$ cat src/rtl/hzc_pkg.sv
// Purpose: Constants of the hazard control.
// Assumes: 32-bit register bus.
// Notes:   Offsets are byte addresses.
package hzc_pkg;

    // ----------------------------------------------------------------
    // Register map
    // ----------------------------------------------------------------
    localparam logic [7:0]  OFF_CTRL     = 8'h00; // Count stop, boot vector.
    localparam logic [7:0]  OFF_VBASE    = 8'h04; // Exception vector base.
    localparam logic [7:0]  OFF_COUNT    = 8'h08; // Cycle counter, stops while CTRL_STOP is set.
    localparam logic [7:0]  OFF_STATUS   = 8'h0C; // Status as executed.
    localparam logic [7:0]  OFF_CAUSE    = 8'h10; // Visible cause bits.
    localparam int          CTRL_STOP    = 0;     // Counter stop bit.
    localparam int          CTRL_BOOT    = 1;     // Boot vector select bit.
    localparam logic [31:0] VBASE_RST    = 32'h0000_0000;
    localparam logic [31:0] BOOT_BASE    = 32'h0000_1000; // Fixed boot base.
    localparam int          VEC_SHIFT    = 5;     // Bytes per vector, log2.

    // ----------------------------------------------------------------
    // Selects and fields
    // ----------------------------------------------------------------
    localparam logic [4:0]  SEL_COMPARE  = 5'h0B;
    localparam logic [4:0]  SEL_STATUS   = 5'h0C;
    localparam logic [4:0]  SEL_CAUSE    = 5'h0D;
    localparam logic [4:0]  SEL_EPC      = 5'h0E;
    localparam logic [4:0]  SEL_SHADOW   = 5'h0F;
    localparam int          USABLE_BIT   = 28;    // System coprocessor usable.
    localparam int          GIE_BIT      = 0;     // Global interrupt enable.
    localparam int          ERRLVL_BIT   = 2;     // Error level.
    localparam int          PSS_LSB      = 6;     // Previous shadow set field.
    localparam int          PSS_W        = 4;
    localparam int          SOFT_W       = 2;     // Soft request bits 1:0.
    localparam int          TPEND_BIT    = 30;    // Timer pending in cause view.
    localparam logic [31:0] STATUS_RST   = 32'h0000_0004;

    // ----------------------------------------------------------------
    // Spacing in retires
    // ----------------------------------------------------------------
    localparam int          SP_FAST      = 1;     // Usable bit and enable bit.
    localparam int          SP_EPC       = 1;
    localparam int          SP_PSS       = 1;
    localparam int          SP_SOFT      = 3;
    localparam int          SP_TIMER     = 4;
    localparam int          SP_OTHER     = 2;

    // ----------------------------------------------------------------
    // Bypass choices
    // ----------------------------------------------------------------
    localparam logic [1:0]  BYP_NONE     = 2'h0;
    localparam logic [1:0]  BYP_MEM      = 2'h1;
    localparam logic [1:0]  BYP_ALIGN    = 2'h2;

endpackage

$ cat src/rtl/hzc_delay.sv
// Purpose: Delays a written value by retires.
// Assumes: The write's own retire is not counted.
// Notes:   A barrier releases at once.
`timescale 1ns/100ps
`default_nettype none
module hzc_delay #(
    parameter int          W   = 32,
    parameter int          SP  = 1,
    parameter logic [W-1:0] RST = '0
) (
    // Clock and reset.
    input  wire logic         clk,
    input  wire logic         rst,
    // Write and pipeline events.
    input  wire logic         load,
    input  wire logic [W-1:0] data,
    input  wire logic         retire,
    input  wire logic         flush,
    // Visible value.
    output logic      [W-1:0] vis,
    output logic              busy,
    output logic              done
);
    // State of one delayed register.
    typedef struct packed {
        logic [W-1:0] pend;  // Value waiting to be seen.
        logic [W-1:0] vis;   // Value seen by dependents.
        logic [2:0]   cnt;   // Retires still to go.
        logic         busy;  // A value is waiting.
        logic         done;  // Pulse when a value became visible.
    } hzc_dly_t;

    localparam logic [2:0] CNT_ONE = 3'h1;
    localparam hzc_dly_t   DLY_RST = '{vis: RST, default: '0};

    hzc_dly_t q;
    hzc_dly_t d;

    // Count retires; release on the last.
    always_comb begin
        d      = q;
        d.done = 1'b0;
        if (load) begin
            d.pend = data;
            d.cnt  = 3'(SP);
            d.busy = (SP != 0);
            if (SP == 0) begin
                d.vis  = data;
                d.done = 1'b1;
            end
        end else if (q.busy) begin
            // Early release on a barrier is allowed, late never.
            if (flush || (retire && q.cnt == CNT_ONE)) begin
                d.vis  = q.pend;
                d.busy = 1'b0;
                d.done = 1'b1;
            end else if (retire) begin
                d.cnt = q.cnt - CNT_ONE;
            end
        end
    end

    // State register.
    always_ff @(posedge clk) begin
        if (rst) begin
            q <= DLY_RST;
        end else begin
            q <= d;
        end
    end

    assign vis  = q.vis;
    assign busy = q.busy;
    assign done = q.done;
endmodule // hzc_delay
`default_nettype wire

$ cat src/rtl/hzc_ctrl.sv
// Purpose: Hazard spacing and split bus ports.
// Assumes: Events are one-cycle pulses.
// Notes:   Bus routing lies outside.
// Operation
// - Return PC after 1, status at once
// - Usable bit acts after 1
// - Atomic enable/disable, effect after 1
// - Soft requests act after 3
// - Shadow set field seen after 1
// - Compare clears timer after 4
// - Other registers seen after 2
// - Fetch sees status writes
// - Barrier completes pending changes
// - Boot select low uses vector base
// - Take external vectors
// - Counter can be stopped
// - Separate fetch and data ports
// - All fetches use fetch port
// - Loads and stores on data port
// - Slips only, forward memory and align
`timescale 1ns/100ps
`default_nettype none
module hzc_ctrl
    import hzc_pkg::*;
(
    // Clock and reset.
    input  wire logic        CLK,
    input  wire logic        SYS_RST,
    // Register bus slave.
    input  wire logic        HSEL,
    input  wire logic [31:0] HADDR,
    input  wire logic [1:0]  HTRANS,
    input  wire logic        HWRITE,
    input  wire logic [2:0]  HSIZE,
    input  wire logic [31:0] HWDATA,
    input  wire logic        HREADY,
    output logic             HREADYOUT,
    output logic      [31:0] HRDATA,
    output logic             HRESP,
    // Retire and coprocessor write events.
    input  wire logic        RETIRE,
    input  wire logic        CP_WR,
    input  wire logic [4:0]  CP_SEL,
    input  wire logic [31:0] CP_DATA,
    input  wire logic        INT_ENABLE_OP,
    input  wire logic        INT_DISABLE_OP,
    input  wire logic        HAZARD_BARRIER,
    input  wire logic        EXC_RETURN,
    // Interrupt vectors and timer.
    input  wire logic        EXT_VEC_VALID,
    input  wire logic [5:0]  EXT_VEC_NUM,
    input  wire logic        TIMER_MATCH,
    // Visible control state.
    output logic      [31:0] PREV_STATUS,
    output logic             COPROC_USABLE,
    output logic             INT_ACCEPT_EN,
    output logic      [1:0]  SOFT_INT_REQ,
    output logic      [3:0]  PREV_SHADOW_SET,
    output logic             TIMER_INT,
    output logic      [31:0] FETCH_STATUS,
    output logic      [4:0]  GEN_SEL,
    output logic      [31:0] GEN_DATA,
    output logic             HAZARD_BUSY,
    output logic             REDIRECT,
    output logic      [31:0] REDIRECT_PC,
    output logic             VEC_ACK,
    // Instruction side, fed by the fetch stage.
    input  wire logic        FETCH_REQ,
    input  wire logic [31:0] FETCH_ADDR,
    input  wire logic        I_FAULT,
    output logic             I_REQ,
    output logic      [31:0] I_ADDR,
    output logic             FETCH_FAULT,
    // Data side, fed by the memory stage.
    input  wire logic        MEM_REQ,
    input  wire logic        MEM_WE,
    input  wire logic [31:0] MEM_ADDR,
    input  wire logic [31:0] MEM_WDATA,
    input  wire logic        D_ACK,
    input  wire logic [31:0] D_RDATA,
    output logic             D_REQ,
    output logic             D_WE,
    output logic      [31:0] D_ADDR,
    output logic      [31:0] D_WDATA,
    output logic             LOAD_VALID,
    output logic      [31:0] LOAD_DATA,
    // Operand forwarding.
    input  wire logic [4:0]  EXE_SRC,
    input  wire logic        MEM_DST_WE,
    input  wire logic [4:0]  MEM_DST,
    input  wire logic        ALN_DST_WE,
    input  wire logic [4:0]  ALN_DST,
    output logic      [1:0]  BYPASS_SEL
);

    // ----------------------------------------------------------------
    // State
    // ----------------------------------------------------------------
    typedef struct packed {
        logic [31:0] status;     // Executing status.
        logic [31:0] prev_stat;  // Status before atomic op.
        logic        stop;       // Counter stopped.
        logic        boot;       // Fixed boot vectors selected.
        logic [31:0] vbase;      // Vector base.
        logic [31:0] count;      // Cycle counter.
        logic        tpend;      // Timer interrupt pending.
        logic        wpend;      // Bus write in data phase.
        logic [7:0]  waddr;      // Its address.
        logic [31:0] hrdata;     // Read data.
        logic        hready;     // Slave ready.
        logic        redir;      // Redirect pulse.
        logic [31:0] redir_pc;   // Target of the redirect.
        logic        vack;       // Vector taken pulse.
        logic        i_req;      // Instruction port request.
        logic [31:0] i_addr;
        logic        i_fault;
        logic        d_req;      // Data port request.
        logic        d_we;
        logic [31:0] d_addr;
        logic [31:0] d_wdata;
        logic        ld_valid;
        logic [31:0] ld_data;
        logic [1:0]  byp;        // Operand forwarding choice.
    } hzc_top_t;

    localparam hzc_top_t TOP_RST = '{status: STATUS_RST, boot: 1'b1,
                                     vbase: VBASE_RST, hready: 1'b1,
                                     default: '0};

    hzc_top_t q;
    hzc_top_t d;

    // Write decode of the coprocessor register selects.
    logic        wr_status;
    logic        wr_cause;
    logic        wr_epc;
    logic        wr_shadow;
    logic        wr_compare;
    logic        wr_other;
    logic        fast_load;   // Usable or enable bit changed.
    logic [1:0]  fast_vis;    // Bit 1 usable, bit 0 enable.
    logic [31:0] epc_vis;
    logic [1:0]  soft_vis;
    logic [3:0]  pss_vis;
    logic [31:0] fstat_vis;
    logic [36:0] gen_vis;
    logic [5:0]  busy;
    logic        cmp_done;
    logic [31:0] stat_nxt;

    // ----------------------------------------------------------------
    // Coprocessor write decode
    // ----------------------------------------------------------------
    assign wr_status  = CP_WR && (CP_SEL == SEL_STATUS);
    assign wr_cause   = CP_WR && (CP_SEL == SEL_CAUSE);
    assign wr_epc     = CP_WR && (CP_SEL == SEL_EPC);
    assign wr_shadow  = CP_WR && (CP_SEL == SEL_SHADOW);
    assign wr_compare = CP_WR && (CP_SEL == SEL_COMPARE);
    assign wr_other   = CP_WR && !wr_status && !wr_cause && !wr_epc
                        && !wr_shadow && !wr_compare;
    assign fast_load  = wr_status || INT_ENABLE_OP || INT_DISABLE_OP;

    // Next status after ops or a write.
    always_comb begin
        stat_nxt = q.status;
        if (wr_status) begin
            stat_nxt = CP_DATA;
        end else if (INT_ENABLE_OP) begin
            stat_nxt[GIE_BIT] = 1'b1;
        end else if (INT_DISABLE_OP) begin
            stat_nxt[GIE_BIT] = 1'b0;
        end
    end

    // ----------------------------------------------------------------
    // Delayed views, one per spacing class, two for SP_OTHER
    // ----------------------------------------------------------------
    // Usable and enable bits, after 1.
    hzc_delay #(.W(2), .SP(SP_FAST), .RST(2'h0)) u_fast (
        .clk(CLK),
        .rst(SYS_RST),
        .load(fast_load),
        .data({stat_nxt[USABLE_BIT], stat_nxt[GIE_BIT]}),
        .retire(RETIRE),
        .flush(HAZARD_BARRIER),
        .vis(fast_vis),
        .busy(busy[0]),
        .done()
    );

    // Return address.
    hzc_delay #(.W(32), .SP(SP_EPC), .RST(32'h0)) u_epc (
        .clk(CLK),
        .rst(SYS_RST),
        .load(wr_epc),
        .data(CP_DATA),
        .retire(RETIRE),
        .flush(HAZARD_BARRIER),
        .vis(epc_vis),
        .busy(busy[1]),
        .done()
    );

    // Software interrupt request bits.
    hzc_delay #(.W(SOFT_W), .SP(SP_SOFT), .RST(2'h0)) u_soft (
        .clk(CLK),
        .rst(SYS_RST),
        .load(wr_cause),
        .data(CP_DATA[SOFT_W-1:0]),
        .retire(RETIRE),
        .flush(HAZARD_BARRIER),
        .vis(soft_vis),
        .busy(busy[2]),
        .done()
    );

    // Previous shadow set.
    hzc_delay #(.W(PSS_W), .SP(SP_PSS), .RST(4'h0)) u_pss (
        .clk(CLK),
        .rst(SYS_RST),
        .load(wr_shadow),
        .data(CP_DATA[PSS_LSB +: PSS_W]),
        .retire(RETIRE),
        .flush(HAZARD_BARRIER),
        .vis(pss_vis),
        .busy(busy[3]),
        .done()
    );

    // Compare write clears the timer.
    hzc_delay #(.W(1), .SP(SP_TIMER), .RST(1'b0)) u_cmp (
        .clk(CLK),
        .rst(SYS_RST),
        .load(wr_compare),
        .data(1'b1),
        .retire(RETIRE),
        .flush(HAZARD_BARRIER),
        .vis(),
        .busy(busy[4]),
        .done(cmp_done)
    );

    // Any other register, status too.
    hzc_delay #(.W(37), .SP(SP_OTHER), .RST({5'h0, STATUS_RST})) u_gen (
        .clk(CLK),
        .rst(SYS_RST),
        .load(wr_other || wr_status),
        .data({CP_SEL, CP_DATA}),
        .retire(RETIRE),
        .flush(HAZARD_BARRIER),
        .vis(gen_vis),
        .busy(busy[5]),
        .done()
    );

    // Status as fetch sees it.
    hzc_delay #(.W(32), .SP(SP_OTHER), .RST(STATUS_RST)) u_fst (
        .clk(CLK),
        .rst(SYS_RST),
        .load(wr_status),
        .data(CP_DATA),
        .retire(RETIRE),
        .flush(HAZARD_BARRIER),
        .vis(fstat_vis),
        .busy(),
        .done()
    );

    // ----------------------------------------------------------------
    // Next state
    // ----------------------------------------------------------------
    always_comb begin
        d          = q;
        d.redir    = 1'b0;
        d.vack     = 1'b0;
        d.hready   = 1'b1;
        d.hrdata   = 32'h0000_0000;
        d.wpend    = 1'b0;

        // Execution view of status: seen with no spacing.
        d.status = stat_nxt;
        if (INT_ENABLE_OP || INT_DISABLE_OP) begin
            d.prev_stat = q.status;
        end

        // Counter runs unless software stopped it.
        if (!q.stop) begin
            d.count = q.count + 32'h0000_0001;
        end

        // A new match wins over a clear in the same cycle.
        d.tpend = (q.tpend && !cmp_done) || TIMER_MATCH;

        // Exception return goes before a new vector.
        if (EXC_RETURN) begin
            d.redir    = 1'b1;
            d.redir_pc = epc_vis;
        end else if (EXT_VEC_VALID && fast_vis[0]) begin
            d.redir = 1'b1;
            d.vack  = 1'b1;
            d.redir_pc = (q.boot ? BOOT_BASE : q.vbase)
                         + {21'h0, EXT_VEC_NUM, 5'h00};
        end

        // Data phase of a bus write.
        if (q.wpend) begin
            if (q.waddr == OFF_CTRL) begin
                d.stop = HWDATA[CTRL_STOP];
                d.boot = HWDATA[CTRL_BOOT];
            end else if (q.waddr == OFF_VBASE) begin
                d.vbase = HWDATA;
            end
        end

        // Address phase: latch writes, prepare read data.
        if (HSEL && HREADY && HTRANS[1]) begin
            if (HWRITE) begin
                d.wpend = 1'b1;
                d.waddr = HADDR[7:0];
            end else if (HADDR[7:0] == OFF_CTRL) begin
                d.hrdata[CTRL_STOP] = q.stop;
                d.hrdata[CTRL_BOOT] = q.boot;
            end else if (HADDR[7:0] == OFF_VBASE) begin
                d.hrdata = q.vbase;
            end else if (HADDR[7:0] == OFF_COUNT) begin
                d.hrdata = q.count;
            end else if (HADDR[7:0] == OFF_STATUS) begin
                d.hrdata = q.status;
            end else if (HADDR[7:0] == OFF_CAUSE) begin
                d.hrdata[SOFT_W-1:0] = soft_vis;
                d.hrdata[TPEND_BIT]  = q.tpend;
            end
        end

        // Instruction port: every fetch, whatever its address.
        d.i_req   = FETCH_REQ;
        d.i_addr  = FETCH_ADDR;
        d.i_fault = I_FAULT;

        // Data port: every load and store from the memory stage.
        d.d_req    = MEM_REQ;
        d.d_we     = MEM_WE;
        d.d_addr   = MEM_ADDR;
        d.d_wdata  = MEM_WDATA;
        d.ld_valid = D_ACK;
        d.ld_data  = D_RDATA;

        // Forwarding: the memory stage is newer than align.
        d.byp = BYP_NONE;
        if (MEM_DST_WE && MEM_DST == EXE_SRC && EXE_SRC != 5'h00) begin
            d.byp = BYP_MEM;
        end else if (ALN_DST_WE && ALN_DST == EXE_SRC
                     && EXE_SRC != 5'h00) begin
            d.byp = BYP_ALIGN;
        end
    end

    // ----------------------------------------------------------------
    // State register
    // ----------------------------------------------------------------
    always_ff @(posedge CLK) begin
        if (SYS_RST) begin
            q <= TOP_RST;
        end else begin
            q <= d;
        end
    end

    // ----------------------------------------------------------------
    // Outputs from flip-flops; HRESP tied low, HAZARD_BUSY an OR of busy flags
    // ----------------------------------------------------------------
    assign HREADYOUT       = q.hready;
    assign HRDATA          = q.hrdata;
    assign HRESP           = 1'b0;
    assign PREV_STATUS     = q.prev_stat;
    assign COPROC_USABLE   = fast_vis[1];
    assign INT_ACCEPT_EN   = fast_vis[0];
    assign SOFT_INT_REQ    = soft_vis;
    assign PREV_SHADOW_SET = pss_vis;
    assign TIMER_INT       = q.tpend;
    assign FETCH_STATUS    = fstat_vis;
    assign GEN_SEL         = gen_vis[36:32];
    assign GEN_DATA        = gen_vis[31:0];
    assign HAZARD_BUSY     = |busy;
    assign REDIRECT        = q.redir;
    assign REDIRECT_PC     = q.redir_pc;
    assign VEC_ACK         = q.vack;
    assign I_REQ           = q.i_req;
    assign I_ADDR          = q.i_addr;
    assign FETCH_FAULT     = q.i_fault;
    assign D_REQ           = q.d_req;
    assign D_WE            = q.d_we;
    assign D_ADDR          = q.d_addr;
    assign D_WDATA         = q.d_wdata;
    assign LOAD_VALID      = q.ld_valid;
    assign LOAD_DATA       = q.ld_data;
    assign BYPASS_SEL      = q.byp;

endmodule // hzc_ctrl
`default_nettype wire

$ cat config.mk
export PLATFORM = sky130hd
export DESIGN_NAME = hzc_ctrl
export DESIGN_NICKNAME = d
export VERILOG_FILES = /design/src/rtl/hzc_pkg.sv /design/src/rtl/hzc_delay.sv /design/src/rtl/hzc_ctrl.sv
export SDC_FILE = /design/constraint.sdc
export NUM_CORES = 1
export LEC_CHECK = 0
export ABC_AREA = 1
export BUFFER_PORTS_ARGS = -buffer_cell sky130_fd_sc_hd__buf_2
export CAP_MARGIN = 20
export CORE_MARGIN = 2
export CORE_UTILIZATION = 40
export DETAILED_ROUTE_END_ITERATION = 12
export GPL_TIMING_DRIVEN = 0
export RECOVER_POWER = 50
export SYNTH_ARGS = -nofsm -noshare
export SYNTH_HDL_FRONTEND = slang
export SYNTH_SLANG_ARGS = --single-unit
$ cat constraint.sdc
create_clock -name CLK -period 4 [get_ports CLK]
set_input_delay 0.8 -clock CLK [delete_from_list [all_inputs] [get_ports CLK]]
set_output_delay 0.8 -clock CLK [all_outputs]
set_load 0.05 [all_outputs]
==> results.md <==
* Outcome: finished, final reports clean
* Busiest grt layer: met2
* Max-Slew Margin vs Limit at 28.7%
* Number of global-route vias before repair at 19,725
* Clock Skew at 0.0315 ns
* CTS tree: yes
* Hold Buf Count CTS at 0
* Clk_lat worst skew at 0.64 ns
* Setup TNS at 0 ns
* Sequential cell area at 11,200 um^2
* Ports at 589
* Max Cap Violations at 0
* Final min period at 3.50 ns
* CP Data Arrival Time at 4.01 ns
* Fillers at 6,075
* Hold slack at 0.362 ns
* Pwr per Cell Area at 432 nW/um^2
* Nets@finish at 4,010
* Layout cells sized above 1 at 18.6%
* Worst Tran Pin Value at 1.07 ns
* Post-DP HPWL at 65,200 um
* Lkg Pwr at 0.0126 uW
* First-pass DRT Iterations at 5
* CP endpoint kind: flop
* Startpoint Class: flop
* Post-CTS Resized at 0
* Core area at 57,900 um^2
* Register area share after synthesis at 47.5%
* Async SR Flop Fraction at 0%
* Placer Congestion at 0.948
* CTS Root Cell: clkbuf_16
* Top_reg_cell synth: dfxtp_1
* Synth Register Bits at 559
* Detailed-route wire length at 83,500 um
* Post-synth EDFFs at 0
* GRT Util Overall at 26.4%
* Area delta synth->final at 22.3%
* Die Ht at 247 um
* Syn avg cell area at 7.61 um^2
* Antenna violations before repair at 5
* Setup-failing EPs final at 0
* GR Layer Usage met2 at 43.7%
* Total CTS buffers at 58
* Footprint of the multi-input gates at 7990 um^2
* Met3 GRT Util at 4.47%
* Clock slew at reported path FFs at 0.06 ns
* Syn_nets at 3,393
* Starting Density at 40.7%
* H-Tree Depth at 2
* CP required at 4.51 ns
* Die area at 60,800 um^2
* Via count at 21,466
* Final Max Tran Viols at 0
* Clock Tree Buf Depth at 3
* Crit path kind: flop to flop
* Netlist cell types at 48
* Worst VDD drop at 0.339 mV
* DR DRC count at 0
* Mapped Cells at 3,096
* ANT nets after route at 0
* CP Max Fanout at 10
* Total power at 12,500 uW
* Post-CTS Setup Inserts at 0
* PortBufs at 557
* Synth warn at 0
* First-pass GRT wire length at 121,000 um
* Routed len/inst at 18.4 um
* Synthesized area at 23,600 um^2
* Final Hold Vio Count at 0
* Die Wd at 247 um
* Grt ovf at 0
* FP Rows at 88
* F_max at 286 MHz
* Hold Path Class: input pin to flop
* Vias per std cell at 4.74
* CTS sink count at 559
* Unrepaired setup endpoints after global routing: no
* Initial DRC Count at 1,655
* Largest net degree at the start of global routing at 16
* Met1 usage at 34.7%
* Tcrit/Tclk final at 87.5%
final cells by class:
| cell class | instances | area share [%] |
|---|---|---|
| flip-flops and latches | 559 | 38.9 |
| multi-input cells | 1708 | 27.7 |
| plain buffers | 447 | 9.96 |
| repair buffers | 557 | 8.43 |
| clock buffers | 89 | 6.03 |
| inverters | 382 | 4.99 |
| well taps | 765 | 3.32 |
| clock inverters | 21 | 0.656 |
| diodes | 3 | 0.0261 |
per-stage QoR:
| stage | setup WS [ns] | utilization [%] | instance area, um^2 | std cells |
|---|---|---|---|---|
| final | 0.500 | 49.7 | 28800 | 4531 |
| after global routing | 0.232 | 49.7 | 28800 | 4530 |
| after CTS | 0.519 | 50.5 | 29200 | 4528 |
| after detailed placement | 0.561 | 47.1 | 27300 | 4418 |
| after global placement | 0.470 | 47.1 | 27300 | 4418 |
| after floorplan | 1.44 | - | 23600 | 3096 |
worst max-delay path, cell delays in order (launching register included):
cell,delay [ns]
dfxtp_1,0.31
clkbuf_2,0.21
clkbuf_1,0.46
clkbuf_1,0.52
nor2_1,0.11
ha_1,0.27
fa_1,0.46
nand3_1,0.11
nand2_1,0.10
a21oi_1,0.29
nor2_1,0.16
nand2_1,0.09
o21ai_0,0.08
nand3_1,0.14
nand2_1,0.07
registers in the layout, summed over array words and instances, names as in the netlist, 2 cells and up:
name,flops
u_gen.vis,37
HRDATA,32
u_soft.q,5
u_fst.vis,32
I_ADDR,32
D_ADDR,32
u_pss.vis,4
u_gen.q,40
u_epc.vis,32
u_fst.q,6
BYPASS_SEL,2
u_pss.q,7
u_fast.vis,2
REDIRECT_PC,32
u_cmp.q,3
u_epc.q,35
LOAD_DATA,32
u_soft.vis,2
PREV_STATUS,32
q,107
D_WDATA,32
u_fast.q,5
per-layer routing:
metal,share of wire [%],up-vias,routed length (um)
met3,7.3,129,6100
met4,3.2,2,2650
met2,47,738,38900
met1,43,9824,35800
li1,-,10773,-
met5,0.012,-,10
cell usage in the layout (no fill, tap or decap), types with 124 or more instances in the layout:
cell type  instances
clkbuf_1         430
nand3_1          124
dfxtp_1          559
nand2_1          444
buf_4            309
a21oi_1          349
o21ai_0          257
buf_2            275
inv_1            372
nor2_1           361
where the power goes:
part / switching, uW / total [uW] / internal [uW]
Clock: 2340 / 5470 / 3130
Combinational: 852 / 1210 / 354
Sequential: 63.9 / 5770 / 5710
cells in the mapped netlist, drive strengths merged (6+ instances only):
master	n	area share, %
o21ai	265	5.6
nor4	6	0.16
nand2	444	7.1
a211oi	21	0.67
nor2	364	5.9
xor2	15	0.56
nand3b	7	0.22
dfxtp	559	48
inv	379	6.1
clkbuf	115	1.8
buf	332	10
ha	21	1.1
a21oi	349	7.4
nor3	28	0.71
or2	6	0.16
nand4	16	0.49
a31oi	9	0.24
nand3	124	2.7
kinds of logic (layout without fill, tap and decap cells):
group	count (synthesis)	after routing	share of synthesized area, %
buffers and inverters	829	1496	18.4
AO/OA/AOI/OAI	665	665	14.7
AND/OR/NAND/NOR	1001	1001	17.5
other	2	5	0.0319
adder cells (fa/ha/maj)	22	22	1.20
XOR/XNOR	18	18	0.669
flip-flops	559	559	47.5
final timing paths:
check               start               to  slack [ns]  cells after the start
max                q[276]  REDIRECT_PC[25]        0.50                     14
min           MEM_ADDR[6]        D_ADDR[6]        0.36                      3
min reg2reg  u_pss.vis[0]     u_pss.vis[0]        0.45                      2
max reg2reg        q[276]  REDIRECT_PC[25]        0.50                     14
(Power assumes the default switching activity.)
